File: src/dcp_pkg.sv
package dcp_pkg;
  localparam int BANKS       = 4;
  localparam int BA_W        = 2;
  localparam int ADDR_W      = 14;
  localparam int DM_W        = 2;
  localparam int DQ_W        = 16;
  localparam int CKE_MIN_CLK = 3;
  localparam int XSRD_CLK    = 200;
  localparam int XSNR_CLK    = 50;
  localparam int MRD_CLK     = 2;
  localparam int BUSY_CLK    = 4;
  localparam int PD_MAX_CLK  = 1000;
  localparam int CNT_W       = 12;
  localparam logic [ADDR_W-1:0] ODT_EN_MASK = 14'h0044;
  localparam logic [BA_W-1:0]   MR_EMR1     = 2'h1;

  typedef enum logic [2:0] {
    DCP_CMD_DESEL, DCP_CMD_NOP, DCP_CMD_MRS, DCP_CMD_REF,
    DCP_CMD_PRE, DCP_CMD_ACT, DCP_CMD_WR, DCP_CMD_RD
  } dcp_cmd_type;

  typedef enum logic [1:0] {
    DCP_PW_ON, DCP_PW_APD, DCP_PW_PPD, DCP_PW_SR
  } dcp_pw_type;

  function automatic dcp_cmd_type dcp_decode(input logic cs_n, input logic ras_n,
                                             input logic cas_n, input logic we_n);
    logic [2:0] c;
    c = {ras_n, cas_n, we_n};
    if (cs_n) return DCP_CMD_DESEL;
    unique case (c)
      3'h7:    return DCP_CMD_NOP;
      3'h0:    return DCP_CMD_MRS;
      3'h1:    return DCP_CMD_REF;
      3'h2:    return DCP_CMD_PRE;
      3'h3:    return DCP_CMD_ACT;
      3'h4:    return DCP_CMD_WR;
      3'h5:    return DCP_CMD_RD;
      default: return DCP_CMD_NOP;
    endcase
  endfunction : dcp_decode
endpackage : dcp_pkg

File: src/dcp_if.sv
`timescale 1ns/1ps
`default_nettype none
interface dcp_if;
  import dcp_pkg::*;
  logic              cke;
  logic              cs_n;
  logic              ras_n;
  logic              cas_n;
  logic              we_n;
  logic [BA_W-1:0]   ba;
  logic [ADDR_W-1:0] addr;
  logic              odt;
  logic [DM_W-1:0]   dm;
  logic [DQ_W-1:0]   dq;
  logic              dq_valid;
  modport ctrl (output cke, cs_n, ras_n, cas_n, we_n, ba, addr, odt, dm, dq, dq_valid);
  modport mem  (input  cke, cs_n, ras_n, cas_n, we_n, ba, addr, odt, dm, dq, dq_valid);
endinterface : dcp_if
`default_nettype wire

File: src/dcp_mem.sv
`timescale 1ns/1ps
`default_nettype none
// How it works
// - Controller uses NOP/deselect on CKE edges, REFRESH on self refresh entry
// - CKE fall: open row active, else precharge
// - Self refresh entry by REFRESH, CKE falling
// - CKE low holds self refresh; exit NOP
// - NOP only during tXSNR after exit
// - No READ until 200 clocks after exit
// - No power-down during busy operations
// - CKE holds level three edges minimum
// - Controller bounds power-down for refresh
// - CKE high during driver calibration
// - ODT valid in power-down if enabled
// - No termination in self refresh
// - Controller issues legal combinations only
// - High mask leaves byte unchanged
// - Deselect accepts no new command
// - NOP registers nothing new
// - Mode load only idle, wait tMRD
// - Bank address selects mode register
// - Activate opens row until precharge
// - Precharge before another row
// - Commands sampled on rising edge
// - Self refresh exit asynchronous on CKE
// - DLL off in self refresh
module dcp_mem #(
  parameter int WORDS = 16
) (
  input  wire logic                        i_clk_sys,
  input  wire logic                        i_rst_n,
  input  wire logic                        i_ce,
  dcp_if.mem                               bus,
  input  wire logic [$clog2(WORDS)-1:0]    i_wr_idx,
  output var  dcp_pkg::dcp_pw_type         o_pw_state,
  output var  logic [dcp_pkg::BANKS-1:0]   o_bank_open,
  output var  logic                        o_dll_on,
  output var  logic                        o_odt_active,
  output var  logic                        o_cmd_err,
  output var  logic [dcp_pkg::ADDR_W-1:0]  o_mr_q [4],
  output var  logic [dcp_pkg::DQ_W-1:0]    o_word
);
  import dcp_pkg::*;

  logic                  cke_prev_q;
  dcp_pw_type            pw_q;
  logic [ADDR_W-1:0]     row_q [BANKS];
  logic [DQ_W-1:0]       mem_q [WORDS];
  logic [DQ_W-1:0]       word_d;
  dcp_cmd_type           cmd;
  logic                  idle_n;
  logic                  sr_async;

  logic                  edge_bad;
  logic                  seq_bad;
  logic [1:0]            cke_hold_q;
  logic [1:0]            mrd_q;

  assign cmd    = dcp_decode(bus.cs_n, bus.ras_n, bus.cas_n, bus.we_n);
  assign idle_n = |o_bank_open;
  assign sr_async = (pw_q == DCP_PW_SR) && bus.cke;

  always_ff @(posedge i_clk_sys or negedge i_rst_n) begin
    if (!i_rst_n) begin
      cke_prev_q <= 1'b1;
    end else if (i_ce) begin
      cke_prev_q <= bus.cke;
    end
  end

  always_ff @(posedge i_clk_sys or negedge i_rst_n) begin
    if (!i_rst_n) begin
      pw_q <= DCP_PW_ON;
    end else if (i_ce) begin
      if (cke_prev_q && !bus.cke) begin
        if (cmd == DCP_CMD_REF && !idle_n) begin
          pw_q <= DCP_PW_SR;
        end else if (idle_n) begin
          pw_q <= DCP_PW_APD;
        end else begin
          pw_q <= DCP_PW_PPD;
        end
      end else if (!cke_prev_q && bus.cke) begin
        pw_q <= DCP_PW_ON;
      end else if (sr_async) begin
        pw_q <= DCP_PW_ON;
      end
    end
  end

  always_ff @(posedge i_clk_sys or negedge i_rst_n) begin
    if (!i_rst_n) begin
      o_cmd_err <= 1'b0;
    end else if (i_ce) begin
      o_cmd_err <= edge_bad || seq_bad;
    end
  end

  // Misuse on a clock-enable edge
  always_comb begin
    edge_bad = 1'b0;
    if (cke_prev_q != bus.cke) begin
      if (bus.cke || pw_q != DCP_PW_ON) begin
        edge_bad = !(cmd == DCP_CMD_NOP || cmd == DCP_CMD_DESEL);
      end else begin
        edge_bad = !(cmd == DCP_CMD_NOP || cmd == DCP_CMD_DESEL || cmd == DCP_CMD_REF);
      end
      if (!bus.cke && cmd == DCP_CMD_REF && idle_n) begin
        edge_bad = 1'b1;
      end
      if (cke_hold_q != 2'h0) begin
        edge_bad = 1'b1;
      end
    end
  end

  // Misuse with the clock enabled
  always_comb begin
    seq_bad = 1'b0;
    if (cke_prev_q && bus.cke) begin
      if (cmd == DCP_CMD_ACT && o_bank_open[bus.ba] && bus.addr != row_q[bus.ba]) begin
        seq_bad = 1'b1;
      end
      if (cmd == DCP_CMD_MRS && idle_n) begin
        seq_bad = 1'b1;
      end
      if (mrd_q != 2'h0 && !(cmd == DCP_CMD_NOP || cmd == DCP_CMD_DESEL)) begin
        seq_bad = 1'b1;
      end
    end
  end

  always_ff @(posedge i_clk_sys or negedge i_rst_n) begin
    if (!i_rst_n) begin
      cke_hold_q <= 2'h0;
    end else if (i_ce) begin
      if (cke_prev_q != bus.cke) begin
        cke_hold_q <= 2'(CKE_MIN_CLK - 1);
      end else if (cke_hold_q != 2'h0) begin
        cke_hold_q <= cke_hold_q - 2'h1;
      end
    end
  end

  always_ff @(posedge i_clk_sys or negedge i_rst_n) begin
    if (!i_rst_n) begin
      mrd_q <= 2'h0;
    end else if (i_ce) begin
      if (cke_prev_q && bus.cke && cmd == DCP_CMD_MRS) begin
        mrd_q <= 2'(MRD_CLK - 1);
      end else if (mrd_q != 2'h0) begin
        mrd_q <= mrd_q - 2'h1;
      end
    end
  end

  always_ff @(posedge i_clk_sys or negedge i_rst_n) begin
    if (!i_rst_n) begin
      o_bank_open <= '0;
      for (int i = 0; i < BANKS; i++) begin
        row_q[i] <= '0;
      end
    end else if (i_ce && cke_prev_q && bus.cke) begin
      if (cmd == DCP_CMD_ACT) begin
        o_bank_open[bus.ba] <= 1'b1;
        row_q[bus.ba]       <= bus.addr;
      end else if (cmd == DCP_CMD_PRE) begin
        if (bus.addr[10]) begin
          o_bank_open <= '0;
        end else begin
          o_bank_open[bus.ba] <= 1'b0;
        end
      end
    end
  end

  always_ff @(posedge i_clk_sys or negedge i_rst_n) begin
    if (!i_rst_n) begin
      for (int i = 0; i < 4; i++) begin
        o_mr_q[i] <= '0;
      end
    end else if (i_ce && cke_prev_q && bus.cke && cmd == DCP_CMD_MRS) begin
      o_mr_q[bus.ba] <= bus.addr;
    end
  end

  always_comb begin
    word_d = mem_q[i_wr_idx];
    for (int b = 0; b < DM_W; b++) begin
      if (!bus.dm[b]) begin
        word_d[b*8 +: 8] = bus.dq[b*8 +: 8];
      end
    end
  end

  always_ff @(posedge i_clk_sys or negedge i_rst_n) begin
    if (!i_rst_n) begin
      for (int i = 0; i < WORDS; i++) begin
        mem_q[i] <= '0;
      end
      o_word <= '0;
    end else if (i_ce) begin
      if (bus.dq_valid && pw_q == DCP_PW_ON) begin
        mem_q[i_wr_idx] <= word_d;
      end
      o_word <= mem_q[i_wr_idx];
    end
  end

  // Deselect and NOP fall through every branch above untouched
  assign o_pw_state   = pw_q;
  assign o_dll_on     = (pw_q != DCP_PW_SR);
  assign o_odt_active = bus.odt && (pw_q != DCP_PW_SR) &&
                        |(o_mr_q[MR_EMR1] & ODT_EN_MASK);
endmodule : dcp_mem
`default_nettype wire

File: src/flat_wrapper.sv
// flat-port wrapper written by rule: the top's interface ports become plain ports
module dcp_mem_flat import dcp_pkg::*;
#(
  parameter int WORDS = 16
)
  (i_clk_sys, i_rst_n, i_ce, i_wr_idx, o_pw_state, o_bank_open, o_dll_on, o_odt_active, o_cmd_err, o_mr_q, o_word, bus_cke, bus_cs_n, bus_ras_n, bus_cas_n, bus_we_n, bus_ba, bus_addr, bus_odt, bus_dm, bus_dq, bus_dq_valid);
  dcp_if bus_i ();
  input  wire logic i_clk_sys;
  input  wire logic i_rst_n;
  input  wire logic i_ce;
  input  wire logic [$clog2(WORDS)-1:0] i_wr_idx;
  output var  dcp_pkg::dcp_pw_type o_pw_state;
  output var  logic [dcp_pkg::BANKS-1:0] o_bank_open;
  output var  logic o_dll_on;
  output var  logic o_odt_active;
  output var  logic o_cmd_err;
  output var  logic [dcp_pkg::ADDR_W-1:0] o_mr_q[4];
  output var  logic [dcp_pkg::DQ_W-1:0] o_word;
  input wire logic [$bits(bus_i.cke)-1:0] bus_cke;
  input wire logic [$bits(bus_i.cs_n)-1:0] bus_cs_n;
  input wire logic [$bits(bus_i.ras_n)-1:0] bus_ras_n;
  input wire logic [$bits(bus_i.cas_n)-1:0] bus_cas_n;
  input wire logic [$bits(bus_i.we_n)-1:0] bus_we_n;
  input wire logic [$bits(bus_i.ba)-1:0] bus_ba;
  input wire logic [$bits(bus_i.addr)-1:0] bus_addr;
  input wire logic [$bits(bus_i.odt)-1:0] bus_odt;
  input wire logic [$bits(bus_i.dm)-1:0] bus_dm;
  input wire logic [$bits(bus_i.dq)-1:0] bus_dq;
  input wire logic [$bits(bus_i.dq_valid)-1:0] bus_dq_valid;
  assign bus_i.cke = bus_cke;
  assign bus_i.cs_n = bus_cs_n;
  assign bus_i.ras_n = bus_ras_n;
  assign bus_i.cas_n = bus_cas_n;
  assign bus_i.we_n = bus_we_n;
  assign bus_i.ba = bus_ba;
  assign bus_i.addr = bus_addr;
  assign bus_i.odt = bus_odt;
  assign bus_i.dm = bus_dm;
  assign bus_i.dq = bus_dq;
  assign bus_i.dq_valid = bus_dq_valid;
  dcp_mem #(.WORDS(WORDS)) u_core (.i_clk_sys(i_clk_sys), .i_rst_n(i_rst_n), .i_ce(i_ce), .bus(bus_i), .i_wr_idx(i_wr_idx), .o_pw_state(o_pw_state), .o_bank_open(o_bank_open), .o_dll_on(o_dll_on), .o_odt_active(o_odt_active), .o_cmd_err(o_cmd_err), .o_mr_q(o_mr_q), .o_word(o_word));
endmodule
File: config.mk
export PLATFORM = sky130hd
export DESIGN_NAME = dcp_mem_flat
export DESIGN_NICKNAME = d
export VERILOG_FILES = /design/src/dcp_pkg.sv /design/src/dcp_if.sv /design/src/dcp_mem.sv /design/src/flat_wrapper.sv
export SDC_FILE = /design/constraint.sdc
export NUM_CORES = 1
export LEC_CHECK = 0
export ABC_CLOCK_PERIOD_IN_PS = 2700
export BUFFER_PORTS_ARGS = -buffer_cell sky130_fd_sc_hd__buf_4
export CAP_MARGIN = 30
export CORE_ASPECT_RATIO = 2
export CORE_MARGIN = 4
export CORE_UTILIZATION = 55
export CTS_CLUSTER_DIAMETER = 60
export DETAILED_ROUTE_END_ITERATION = 8
export GPL_ROUTABILITY_DRIVEN = 0
export PLACE_DENSITY = 0.71
export REMOVE_ABC_BUFFERS = 1
export SLEW_MARGIN = 15
export SYNTH_ARGS = -nofsm -noshare
export SYNTH_HDL_FRONTEND = slang
export SYNTH_SLANG_ARGS = --single-unit
File: constraint.sdc
create_clock -name i_clk_sys -period 2.7 [get_ports i_clk_sys]
set_input_delay 0.54 -clock i_clk_sys [delete_from_list [all_inputs] [get_ports i_clk_sys]]
set_output_delay 0.54 -clock i_clk_sys [all_outputs]
set_load 0.02 [all_outputs]
# Word level (Yosys, flattened, before mapping)

Cells that the tools add are included.

Register bits after elaboration: 396
Memories kept: 0
Latch bits: 0
Memory bits (read-only): 0
Logic and storage cells: 149
Bits of input ports: 48
Memory bits (writable): 0

Shift operators: 0
$lt $le $gt $ge: 6
Reduce and logical (&&, ||, !) cells: 48
Eq/ne operators: 14
Mux-type cells: 43
Bitwise logic cells: 5
Div/mod/pow operators: 0
Multipliers: 0
$add $sub $neg: 2

Operators with widths:

| cell               | count |
|---|---|
| $bwmux 256         | 1 |
| $bwmux 56          | 2 |
| $bmux 16 s4        | 1 |
| $demux 16 s4       | 1 |
| $mux 16            | 3 |
| $mux 14            | 3 |
| $bmux 14 s2        | 1 |
| $demux 14 s2       | 1 |
| $logic_and 1x1->1  | 21 |
| $mux 2             | 9 |
| $pmux 3 s6         | 1 |
| $mux 8             | 2 |
| $ne 14x14->1       | 1 |
| $eq 3x2->1 const B | 4 |
| $eq 3x3->1 const B | 4 |
| $mux 4             | 3 |
| $reduce_and 2->1   | 6 |
| $reduce_bool 2->1  | 6 |
| $mux 1             | 11 |
| $eq 3x1->1 const B | 2 |
| $logic_not 3->1    | 2 |
| $mux 3             | 2 |
| $ge 5x5->1 const B | 1 |
| $logic_not 1->1    | 5 |
| 21 further kinds   | 25 |

# Longest topological paths before layout

Gate-level depths: netlist of the first run.

Depth in word-level cells: 12
Depth in mapped cells: 7
Mapped depth without buffers: 6

# Least setup slack after synthesis of the first run

Ideal clock, no wire load.

Path type: input to register
Start point: input port i_wr_idx[0]
End point: register u_core.mem_q[188] (netlist bit)
Cell stages on the path: 7
Required time: 2.567 ns
Path slack: 0.255 ns
Arrival time: 2.313 ns
Cells stage by stage: buf_6 -> buf_2 -> mux4_2 -> mux4_2 -> mux2i_4 -> buf_6 -> a21oi_1

Cells in the longest elaborated chain, start to end: 6
Elaborated cells between the ends (all ways): 11
Those cells by class: 2 x order compare; 7 x mux; 1 x bitwise; 1 x reduce/logical

Ends and longest elaborated chain:

| item                                                               | RTL line                       | source |
|---|---|---|
| start, declared                                                    | flat_wrapper.sv:11             | `input wire logic [$clog2(WORDS)-1:0] i_wr_idx;` |
| $not 4->5 (implied by the code) (*)                                | dcp_mem.sv:188, dcp_mem.sv:204 |  |
| $ge 5x5->1 (implied by the code), or another cell as far along     | dcp_mem.sv:204                 | `mem_q[i_wr_idx] <= word_d;` |
| $logic_and 1x1->1 (implied by the code) or $mux 16 (tied branches) | dcp_mem.sv:204, dcp_mem.sv:188 |  |
| $mux 16 (on tied branches)                                         | dcp_mem.sv:204, dcp_mem.sv:188 |  |
| $demux 16 s4 or $mux 8 (tied branches)                             | dcp_mem.sv:204, dcp_mem.sv:190 |  |
| $bwmux 256 (*)                                                     | dcp_mem.sv:204                 |  |
| end signal, assigned by index                                      | dcp_mem.sv:204                 |  |
| end, declared                                                      | dcp_mem.sv:48                  | `logic [DQ_W-1:0] mem_q [WORDS];` |

Every way passes the cells marked *; elsewhere a longest branch is shown, timed or not. The select of a mux whose other input is x is not followed.
A chain may end at the register's enable or synchronous reset.

# Final worst setup path of the first run

Start point: input port i_wr_idx[0]
End point: register u_core.mem_q[219] (netlist bit)

The elaborated chain is that of the path after synthesis.

==> out/metrics.cfg, run 1 <==
[worst_setup_path]
crit_fanout = 29
crit_arrival_ns = 2.52
cp-end-kind = register
critPathRequiredTime_ns = 3.09
startpoint_type = input pin
r2r_cells = 5
crit_type = in -> reg

[routing]
drt_iter0_drc = 695
vias = 11500
wl_per_cell_um = 21.8
via_per_inst = 5.85
drcViolationCount = 0
drt-pass1-iter-count = 5
totalWireLength_um = 43000
ant_nets = 0

[global_routing]
first_global_vias = 12100
grt_max_degree = 79
grt_pass1_wl_um = 67000
grt-ovfl-total = 0
antenna_found_initial = 0
grt_use_total = 0.247

[pwr]
p_sw_w = 0.00506
power.density_nw_per_um2 = 838
vdd_ir_drop_max_uv = 454
switching_share = 0.290
total_leakage_power_nw = 9.42
p_seq_frac = 0.475
power_frac_clock = 0.278
p_int_w = 0.0124
total_power_w = 0.0174
combPwrFrac = 0.247

[sta]
max_freq_ghz = 0.469
finalCritPeriodShare = 0.789
rsz0062_at_grt = false
finalSetupViolations = 0
slew_headroom = 0.523
worst_slack_ns = 0.568
skew_ns = 0.0233
post-route-min-period_ns = 2.13
worst_pin_slew_ns = 0.710
slew_violations = 0
whs_ns = -0.00835
hold_violations = 1

[min_path]
worstHoldPathType = in -> async

[clock_network]
cts.path.max_buffers = 3
clkTransAtPathRegs_ns = 0.06
root_buffer = clkbuf_16
cts_resized = 0
cts_tree = yes
htree_levels = 2
clock_sinks = 396
clk_latency_ns = 0.53
hold_buffers = 0
post_cts_buffers = 0
cts_buffers = 36

[logic_synthesis]
yosys_warnings = 0
synth_area_leaders = dfrtp_1 56%, mux4_2 9.8%, mux2_2 7.6%, a21oi_1 6.5%, nor2_1 5.6%
synthArstFlopShare = 1.00
synth_area_um2 = 17800
syn_area_per_cell_um2 = 12.8
ys_ff_latch = 396
synthCells = 1390
synthDistinctLibCells = 44
synth_top_area_frac = 0.557
synth.most_common_cell = dfrtp_1
synthTopCellsByCount = 395 x dfrtp_1, 264 x nor2_1, 232 x a21oi_1
synth_edf_count = 0
synth-main-ff-cell = dfrtp_1
synth_area_leader_cell = dfrtp_1
ys_seq_area_frac = 0.558

[place]
io_buffers = 128
place_ws_ns = 0.0173
placed_cells = 1910
place_hpwl_um = 29100

[floorplanning]
die_h_um = 262
die_w_um = 135
dieArea_um2 = 35400
row_count = 92
initial_utilization = 0.561
io_pins = 129
coreArea_um2 = 31700

[layout]
drive_gt1_frac = 0.346
multi_input_area_um2 = 7190
area_growth_pct = 17.2
fill_cells = 2338
n_antenna_cell = 0
instances_no_fill = 1970
fin_nets = 1577
final-seq-area_um2 = 9910

[flow_run]
drv_cap = 0

[run_status]
outcome = finished, violations left
violations = hold timing

cells by family (layout without fill, tap and decap cells):
family                     Yosys count  in the layout  share of synthesized area
muxes                              242            242                      0.228
buffers and inverters              129            286                     0.0412
xor gates and xnor gates            14             14                    0.00691
AOI/OAI and AO/OA                  282            282                     0.0884
DFF                                396            396                      0.558
adders and majority gates            4              4                    0.00282
and+or+nand+nor                    323            323                     0.0747
placed cells by master (no fill, tap or decap), drive strengths merged, types with 2 or more instances in the layout:
cell type and count:
dfrtp 395, a21oi 267, nor2 264, buf 216
mux2 130, mux4 95, clkbuf 50, mux2i 17
nor3 15, xnor2 14, inv 11, nand2 8
nand4 7, nand2b 7, clkinv 7, nor4 7
nand3 5, o21ai 4, nor2b 4, ha 4
and3 3, o22ai 3, a21boi 2, a41oi 2
worst paths after layout:
| path | startpoint | slack (ns) | to |
|---|---|---|---|
| worst min-delay path | i_rst_n | -0.008 | u_core.o_mr_q[9] |
| min in group i_clk_sys | bus_addr[12] | 0.32 | u_core.o_mr_q[54] |
| worst max-delay path | i_wr_idx[0] | 0.57 | u_core.mem_q[219] |
| worst max register to register | u_core.mem_q[255] | 0.63 | u_core.mem_q[159] |
| worst min register to register | u_core.o_mr_q[52] | 0.49 | u_core.o_mr_q[52] |
| max in group asynchronous | i_rst_n | 1.82 | u_core.mem_q[208] |
power groups by stage:
| stage | Clock (W) | Sequential (W) | Combinational [W] |
|---|---|---|---|
| after global placement | 0 | 0.00825 | 0.00416 |
| after CTS | 0.00498 | 0.00826 | 0.00435 |
| after global routing | 0.00523 | 0.00842 | 0.00473 |
| after floorplan | 0 | 0.00829 | 0.00268 |
| final | 0.00485 | 0.00828 | 0.00431 |
| after detailed placement | 0 | 0.00836 | 0.00433 |
metal layers:
layer	vias to the layer above	global-route usage	part of all wire
li1	5191	-	-
met1	5911	0.286	0.36
met2	327	0.457	0.55
met3	104	0.0312	0.041
met4	0	0.109	0.044
met5	-	0	0
worst max-delay path, stage by stage:
cell and delay, ns:
buf_4 0.15, buf_12 0.26, mux4_1 0.61, mux4_2 0.51
mux2i_4 0.18, buf_12 0.16, a21oi_1 0.06
cell type report:
type	instances	share of cell area
flip-flops and latches	396	0.477
multi-input cells	865	0.346
repair buffers	216	0.0982
clock buffers	50	0.0483
well taps	423	0.0254
clock inverters	10	0.00391
inverters	10	0.00180
sequential cells by signal, indices dropped and copies added, names as in the netlist:
| register | cells |
|---|---|
| u_core.mem_q | 256 |
| u_core.o_cmd_err | 1 |
| u_core.o_mr_q | 56 |
| u_core.o_bank_open | 4 |
| u_core.row_q | 56 |
| u_core.o_pw_state | 2 |
| u_core.cke_prev_q | 1 |
| u_core.mrd_q | 2 |
| u_core.o_word | 16 |
| u_core.cke_hold_q | 2 |
stage by stage:
| step | utilization | TNS, ns | area (um^2) |
|---|---|---|---|
| after global routing | 0.657 | 0 | 20800 |
| after detailed placement | 0.623 | 0 | 19700 |
| after global placement | 0.623 | 0 | 19700 |
| after floorplan | - | -149.51 | 17100 |
| final | 0.657 | 0 | 20800 |
| after CTS | 0.657 | 0 | 20800 |
Power figures use the tool's default switching activity.
==> inputs of run 2 (changes only) <==
--- a/config.mk
+++ b/config.mk
@@ -5,7 +5,7 @@
 export SDC_FILE = /design/constraint.sdc
 export NUM_CORES = 1
 export LEC_CHECK = 0
-export ABC_CLOCK_PERIOD_IN_PS = 2700
+export ABC_CLOCK_PERIOD_IN_PS = 1800
 export BUFFER_PORTS_ARGS = -buffer_cell sky130_fd_sc_hd__buf_4
 export CAP_MARGIN = 30
 export CORE_ASPECT_RATIO = 2
@@ -14,7 +14,7 @@
 export CTS_CLUSTER_DIAMETER = 60
 export DETAILED_ROUTE_END_ITERATION = 8
 export GPL_ROUTABILITY_DRIVEN = 0
-export PLACE_DENSITY = 0.71
+export PLACE_DENSITY = 0.74
 export REMOVE_ABC_BUFFERS = 1
 export SLEW_MARGIN = 15
 export SYNTH_ARGS = -nofsm -noshare
==> constraint.sdc (replaced) <==
create_clock -name i_clk_sys -period 1.8 [get_ports i_clk_sys]
set_input_delay 0.36 -clock i_clk_sys [delete_from_list [all_inputs] [get_ports i_clk_sys]]
set_output_delay 0.36 -clock i_clk_sys [all_outputs]
set_load 0.02 [all_outputs]
==> out/metrics.cfg, run 2 (synthesis gave the netlist of run 1 again) <==
[layout]
multi_input_area_um2 = 7820  ; +8.7%
drive_gt1_frac = 0.468  ; +0.121
fin_nets = 1690  ; +7.2%
final-seq-area_um2 = 9910  ; unchanged
area_growth_pct = 28.1
layout_common_cells = 395 x dfrtp_1, 266 x buf_4, 264 x nor2_1
n_antenna_cell = 0  ; unchanged
fill_cells = 1987  ; -15%
largestRegisters = u_core.mem_q (256), u_core.o_mr_q (56), u_core.row_q (56)
largest_reg_flops = 256  ; unchanged
stdcell_area_um2 = 22700  ; +9.3%
largest_register = u_core.mem_q
mostFrequentLayoutCell = dfrtp_1
instances_no_fill = 2086  ; +5.9%

[run_status]
outcome = finished, violations left
violations = setup timing

[sta]
rsz0062_at_grt = true
slew_headroom = 0.718  ; +0.195
whs_ns = 0.128  ; +0.137 ns
slew_violations = 0  ; unchanged
finalSetupViolations = 269  ; +269
finalCritPeriodShare = 1.16
max_freq_ghz = 0.477
post-route-min-period_ns = 2.10
worst_slack_ns = -0.295  ; -0.864 ns
skew_ns = 0.0248  ; +0.00145 ns
worst_pin_slew_ns = 0.423  ; -0.286 ns
hold_violations = 0  ; -1

[pwr]
vdd_ir_drop_max_uv = 853  ; +88%
power.density_nw_per_um2 = 1300  ; +55%
total_leakage_power_nw = 10.2  ; +8.5%

[global_routing]
grt-ovfl-total = 0  ; unchanged
antenna_found_initial = 0  ; unchanged
grt_max_degree = 54  ; -32%
grt_pass1_wl_um = 74200  ; +11%
first_global_vias = 13500  ; +12%
grt_use_total = 0.272  ; +0.0252

[worst_setup_path]
cp-end-kind = register
critPathSlowestCell = mux4_4
critPathRequiredTime_ns = 2.21  ; -0.88 ns
max_stage_delay_ns = 0.59  ; -0.02 ns
startpoint_type = register
crit_type = reg -> reg
cp_cell_sequence = mux4_4 -> mux4_2 -> mux2i_4 -> buf_12 -> a21oi_1
critPathBufInv = 1  ; -2
crit_fanout = 16  ; -45%
crit_arrival_ns = 2.51  ; about the same
cpLargestDelayFamily = multiplexers

[floorplanning]
die_h_um = 262  ; unchanged
io_pins = 129  ; unchanged
dieArea_um2 = 35400  ; unchanged
die_w_um = 135  ; unchanged
coreArea_um2 = 31700  ; unchanged
row_count = 92  ; unchanged
initial_utilization = 0.561  ; unchanged

[clock_network]
clkTransAtPathRegs_ns = 0.07  ; about the same
cts_buffers = 36  ; unchanged
htree_levels = 2  ; unchanged
cts.path.max_buffers = 3  ; unchanged
root_buffer = clkbuf_16
clk_latency_ns = 0.54  ; about the same
cts_tree = yes
clock_sinks = 396  ; unchanged

[routing]
drt-pass1-iter-count = 5  ; unchanged
ant_nets = 0  ; unchanged
vias = 12500  ; +8.5%
via_per_inst = 6.00  ; +2.4%
wl_per_cell_um = 23.2  ; +6.6%
drcViolationCount = 0  ; unchanged
drt_iter0_drc = 885  ; +27%
totalWireLength_um = 48500  ; +13%

[place]
placed_cells = 2004  ; +4.9%
io_buffers = 128  ; unchanged
placed_area_um2 = 20500  ; +4.1%
place_ws_ns = -0.735  ; -0.753 ns
place_hpwl_um = 31300  ; +7.9%

[flow_run]
drv_cap = 0  ; unchanged

[min_path]
worstHoldPathType = in -> reg

[run 2: changes by cell type in the layout (fill, tap and decap cells not counted), moves of 11 or more]
cell and change:
buf_4 +84, a21oi_4 +22, mux4_2 +11, a21oi_2 +82
mux2_2 -13, mux4_1 -11, buf_6 +16, a21oi_1 -104
mux2_4 +13
[run 2: final timing paths]
path	startpoint	end	slack, ns	depth (start not counted)
hold reg to reg	u_core.o_mr_q[54]	u_core.o_mr_q[54]	0.49	1
min in group asynchronous	i_rst_n	u_core.o_mr_q[20]	0.29	2
setup reg to reg	u_core.mem_q[207]	u_core.mem_q[143]	-0.30	5
setup / recovery	u_core.mem_q[207]	u_core.mem_q[143]	-0.30	5
max in group asynchronous	i_rst_n	u_core.o_mr_q[27]	0.78	4
hold / removal	bus_addr[3]	u_core.o_mr_q[45]	0.13	2
[run 2: layout make-up]
type                    count  area share
repair buffers            329       0.138
clock inverters            18      0.0136
clock buffers              45      0.0442
flip-flops and latches    396       0.436
well taps                 423      0.0233
inverters                  10     0.00165
multi-input cells         865       0.344
[run 2: worst reg2reg max path, delay by kind of cell (launching register included)]
kind | cells | cell delay, ns
multiplexers | 3 | 1.29
flip-flops | 1 | 0.40
buffers and inverters | 1 | 0.18
AO/OA/AOI/OAI | 1 | 0.10
[run 2: repair_timing]
action,in CTS,in global routing
pin swaps,2,16
cloned,4,2
hold buffers,1,0
resized for setup,49,133
buffers inserted,6,9
endpoints found under the setup margin,268,274
endpoints found under the hold margin,110,0
[run 2: per-stage QoR]
stage | total power [W] | TNS (ns) | util
finish | 0.0295 | -52.30 | 0.718
global route | 0.0308 | -61.97 | 0.718
CTS | 0.0288 | -44.98 | 0.698
detailed placement | 0.0197 | -201.38 | 0.648
global placement | 0.0193 | -189.75 | 0.648
floorplan | 0.0165 | -398.80 | -
[run 2: where the power goes]
part	internal, W	switching, W
combinational	0.00444	0.00396
clock	0.00514	0.00342
sequential	0.0112	0.00141
[run 2: metal layers]
metal,part of all wire,up-vias,GRT usage
met5,0,-,0
met4,0.051,0,0.147
met3,0.046,136,0.0377
met2,0.56,486,0.505
met1,0.35,6467,0.298
li1,-,5421,-
==> inputs of run 3 (changes only) <==
--- a/config.mk
+++ b/config.mk
@@ -14,7 +14,7 @@
 export CTS_CLUSTER_DIAMETER = 60
 export DETAILED_ROUTE_END_ITERATION = 8
 export GPL_ROUTABILITY_DRIVEN = 0
-export PLACE_DENSITY = 0.74
+export PLACE_DENSITY = 0.84
 export REMOVE_ABC_BUFFERS = 1
 export SLEW_MARGIN = 15
 export SYNTH_ARGS = -nofsm -noshare
==> out/metrics.cfg, run 3 (synthesis gave the netlist of run 1 again) <==
[layout]
n_antenna_cell = 0  ; unchanged
drive_gt1_frac = 0.485  ; +0.0170
layout_common_cells = 395 x dfrtp_1, 260 x nor2_1, 250 x buf_4
stdcell_area_um2 = 22700  ; -0.10%
area_growth_pct = 28.0
fin_nets = 1673  ; -1.0%
largest_reg_flops = 256  ; unchanged
mostFrequentLayoutCell = dfrtp_1
largest_register = u_core.mem_q
largestRegisters = u_core.mem_q (256), u_core.o_mr_q (56), u_core.row_q (56)

[clock_network]
clkTransAtPathRegs_ns = 0.07  ; about the same
clock_sinks = 396  ; unchanged
htree_levels = 2  ; unchanged
cts_tree = yes
root_buffer = clkbuf_16
clk_latency_ns = 0.55  ; about the same
cts.path.max_buffers = 3  ; unchanged
cts_buffers = 35  ; -2.8%

[routing]
drcViolationCount = 0  ; unchanged
via_per_inst = 6.55  ; +9.2%
totalWireLength_um = 54700  ; +13%
wl_per_cell_um = 26.4  ; +14%
drt_iter0_drc = 1492  ; +69%
vias = 13600  ; +8.4%
ant_nets = 0  ; unchanged
drt-pass1-iter-count = 7  ; +2

[global_routing]
antenna_found_initial = 0  ; unchanged
grt_pass1_wl_um = 76100  ; +2.6%
grt_use_total = 0.278  ; +0.00546
first_global_vias = 14000  ; +3.4%
grt_max_degree = 73  ; +35%
grt-ovfl-total = 0  ; unchanged

[sta]
rsz0062_at_grt = true
finalSetupViolations = 269  ; unchanged
worst_slack_ns = -0.472  ; -0.177 ns
worst_pin_slew_ns = 0.475  ; +0.0517 ns
hold_violations = 0  ; unchanged
finalCritPeriodShare = 1.26  ; +0.0981
max_freq_ghz = 0.440  ; -7.8%
post-route-min-period_ns = 2.27  ; +0.177 ns
setup_tns_ns = -66.16  ; -13.87 ns
slew_headroom = 0.683  ; -0.0345
slew_violations = 0  ; unchanged
skew_ns = 0.0325  ; +0.00776 ns

[run_status]
violations = setup timing
outcome = finished, violations left

[pwr]
power.density_nw_per_um2 = 1300  ; +0.28%
combPwrFrac = 0.309  ; +0.025
total_leakage_power_nw = 10.1  ; -1.3%
power_frac_clock = 0.260  ; -0.030
p_int_w = 0.0200  ; -3.6%
p_seq_frac = 0.432  ; +0.006
p_sw_w = 0.00958  ; +9.0%
switching_share = 0.324  ; +0.0261
vdd_ir_drop_max_uv = 719  ; -16%

[worst_setup_path]
cp-end-kind = register
r2r_setup_slack_ns = -0.47  ; -0.18 ns
crit_arrival_ns = 2.70  ; +0.19 ns
crit_fanout = 8  ; -8
startpoint_type = register
critPathRequiredTime_ns = 2.22  ; about the same
crit_type = reg -> reg

[min_path]
worstHoldPathType = in -> reg

[floorplanning]
dieArea_um2 = 35400  ; unchanged
die_h_um = 262  ; unchanged
coreArea_um2 = 31700  ; unchanged
initial_utilization = 0.561  ; unchanged
io_pins = 129  ; unchanged
row_count = 92  ; unchanged
die_w_um = 135  ; unchanged

[place]
place_hpwl_um = 30900  ; -1.4%
placed_area_um2 = 20100  ; -2.1%
io_buffers = 128  ; unchanged

[flow_run]
drv_cap = 0  ; unchanged

-- run 3: cell type report --
class,count,area [um^2]
multi-input cells,865,8060
clock buffers,47,961
well taps,423,529
fillers,1842,8940
flip-flops and latches,396,9910
clock inverters,17,180
repair buffers,313,3040
inverters,10,37.5
-- run 3: routing by layer --
layer | track usage | up-vias | routed length, um
met5 | 0 | - | 0
met4 | 0.187 | 0 | 4260
met3 | 0.0398 | 326 | 4420
met2 | 0.491 | 1028 | 28300
met1 | 0.309 | 6815 | 17700
li1 | - | 5394 | -
-- run 3: power groups by stage --
stage	clock network (W)	logic, W	registers, W
2_1_floorplan	0	0.00401	0.0124
3_3_place_gp	0	0.00648	0.0123
3_5_place_dp	0	0.00686	0.0126
4_1_cts	0.00771	0.00766	0.0125
5_1_grt	0.00810	0.00971	0.0129
6_report	0.00768	0.00913	0.0128
-- run 3: worst max-delay path, stage by stage (launching register included) --
cell       delay, ns
dfrtp_1         0.46
mux4_2          0.57
mux4_2          0.56
mux2i_4         0.24
clkbuf_16       0.22
a21oi_1         0.09
-- run 3: what timing repair did --
item | 4_1_cts | 5_1_grt
setup buffers | 18 | 31
cloned | 6 | 6
setup endpoints to repair | 272 | 322
hold endpoints to repair | 36 | 0
pin swaps | 9 | 12
gates resized for setup | 74 | 166
hold buffers | 1 | 0
-- run 3: worst paths after layout --
kind	start	to	cells after the start
min	bus_addr[12]	u_core.o_mr_q[54]	2
max	u_core.mem_q[28]	u_core.mem_q[44]	5
max reg2reg	u_core.mem_q[28]	u_core.mem_q[44]	5
min in group asynchronous	i_rst_n	u_core.mem_q[84]	2
max in group asynchronous	i_rst_n	u_core.o_mr_q[21]	3
min reg2reg	u_core.o_mr_q[53]	u_core.o_mr_q[53]	1
-- run 3: per-stage QoR --
step                std cells  worst slack [ns]  utilization  total power [W]  hold slack [ns]
floorplan                1271             -2.08            -           0.0165           0.0644
global placement         1952            -0.670        0.635           0.0188            0.301
detailed placement       1952            -0.714        0.635           0.0194            0.309
CTS                      2041            -0.262        0.687           0.0278            0.111
global route             2071            -0.543        0.718           0.0307            0.130
finish                   2071            -0.472        0.718           0.0296            0.134
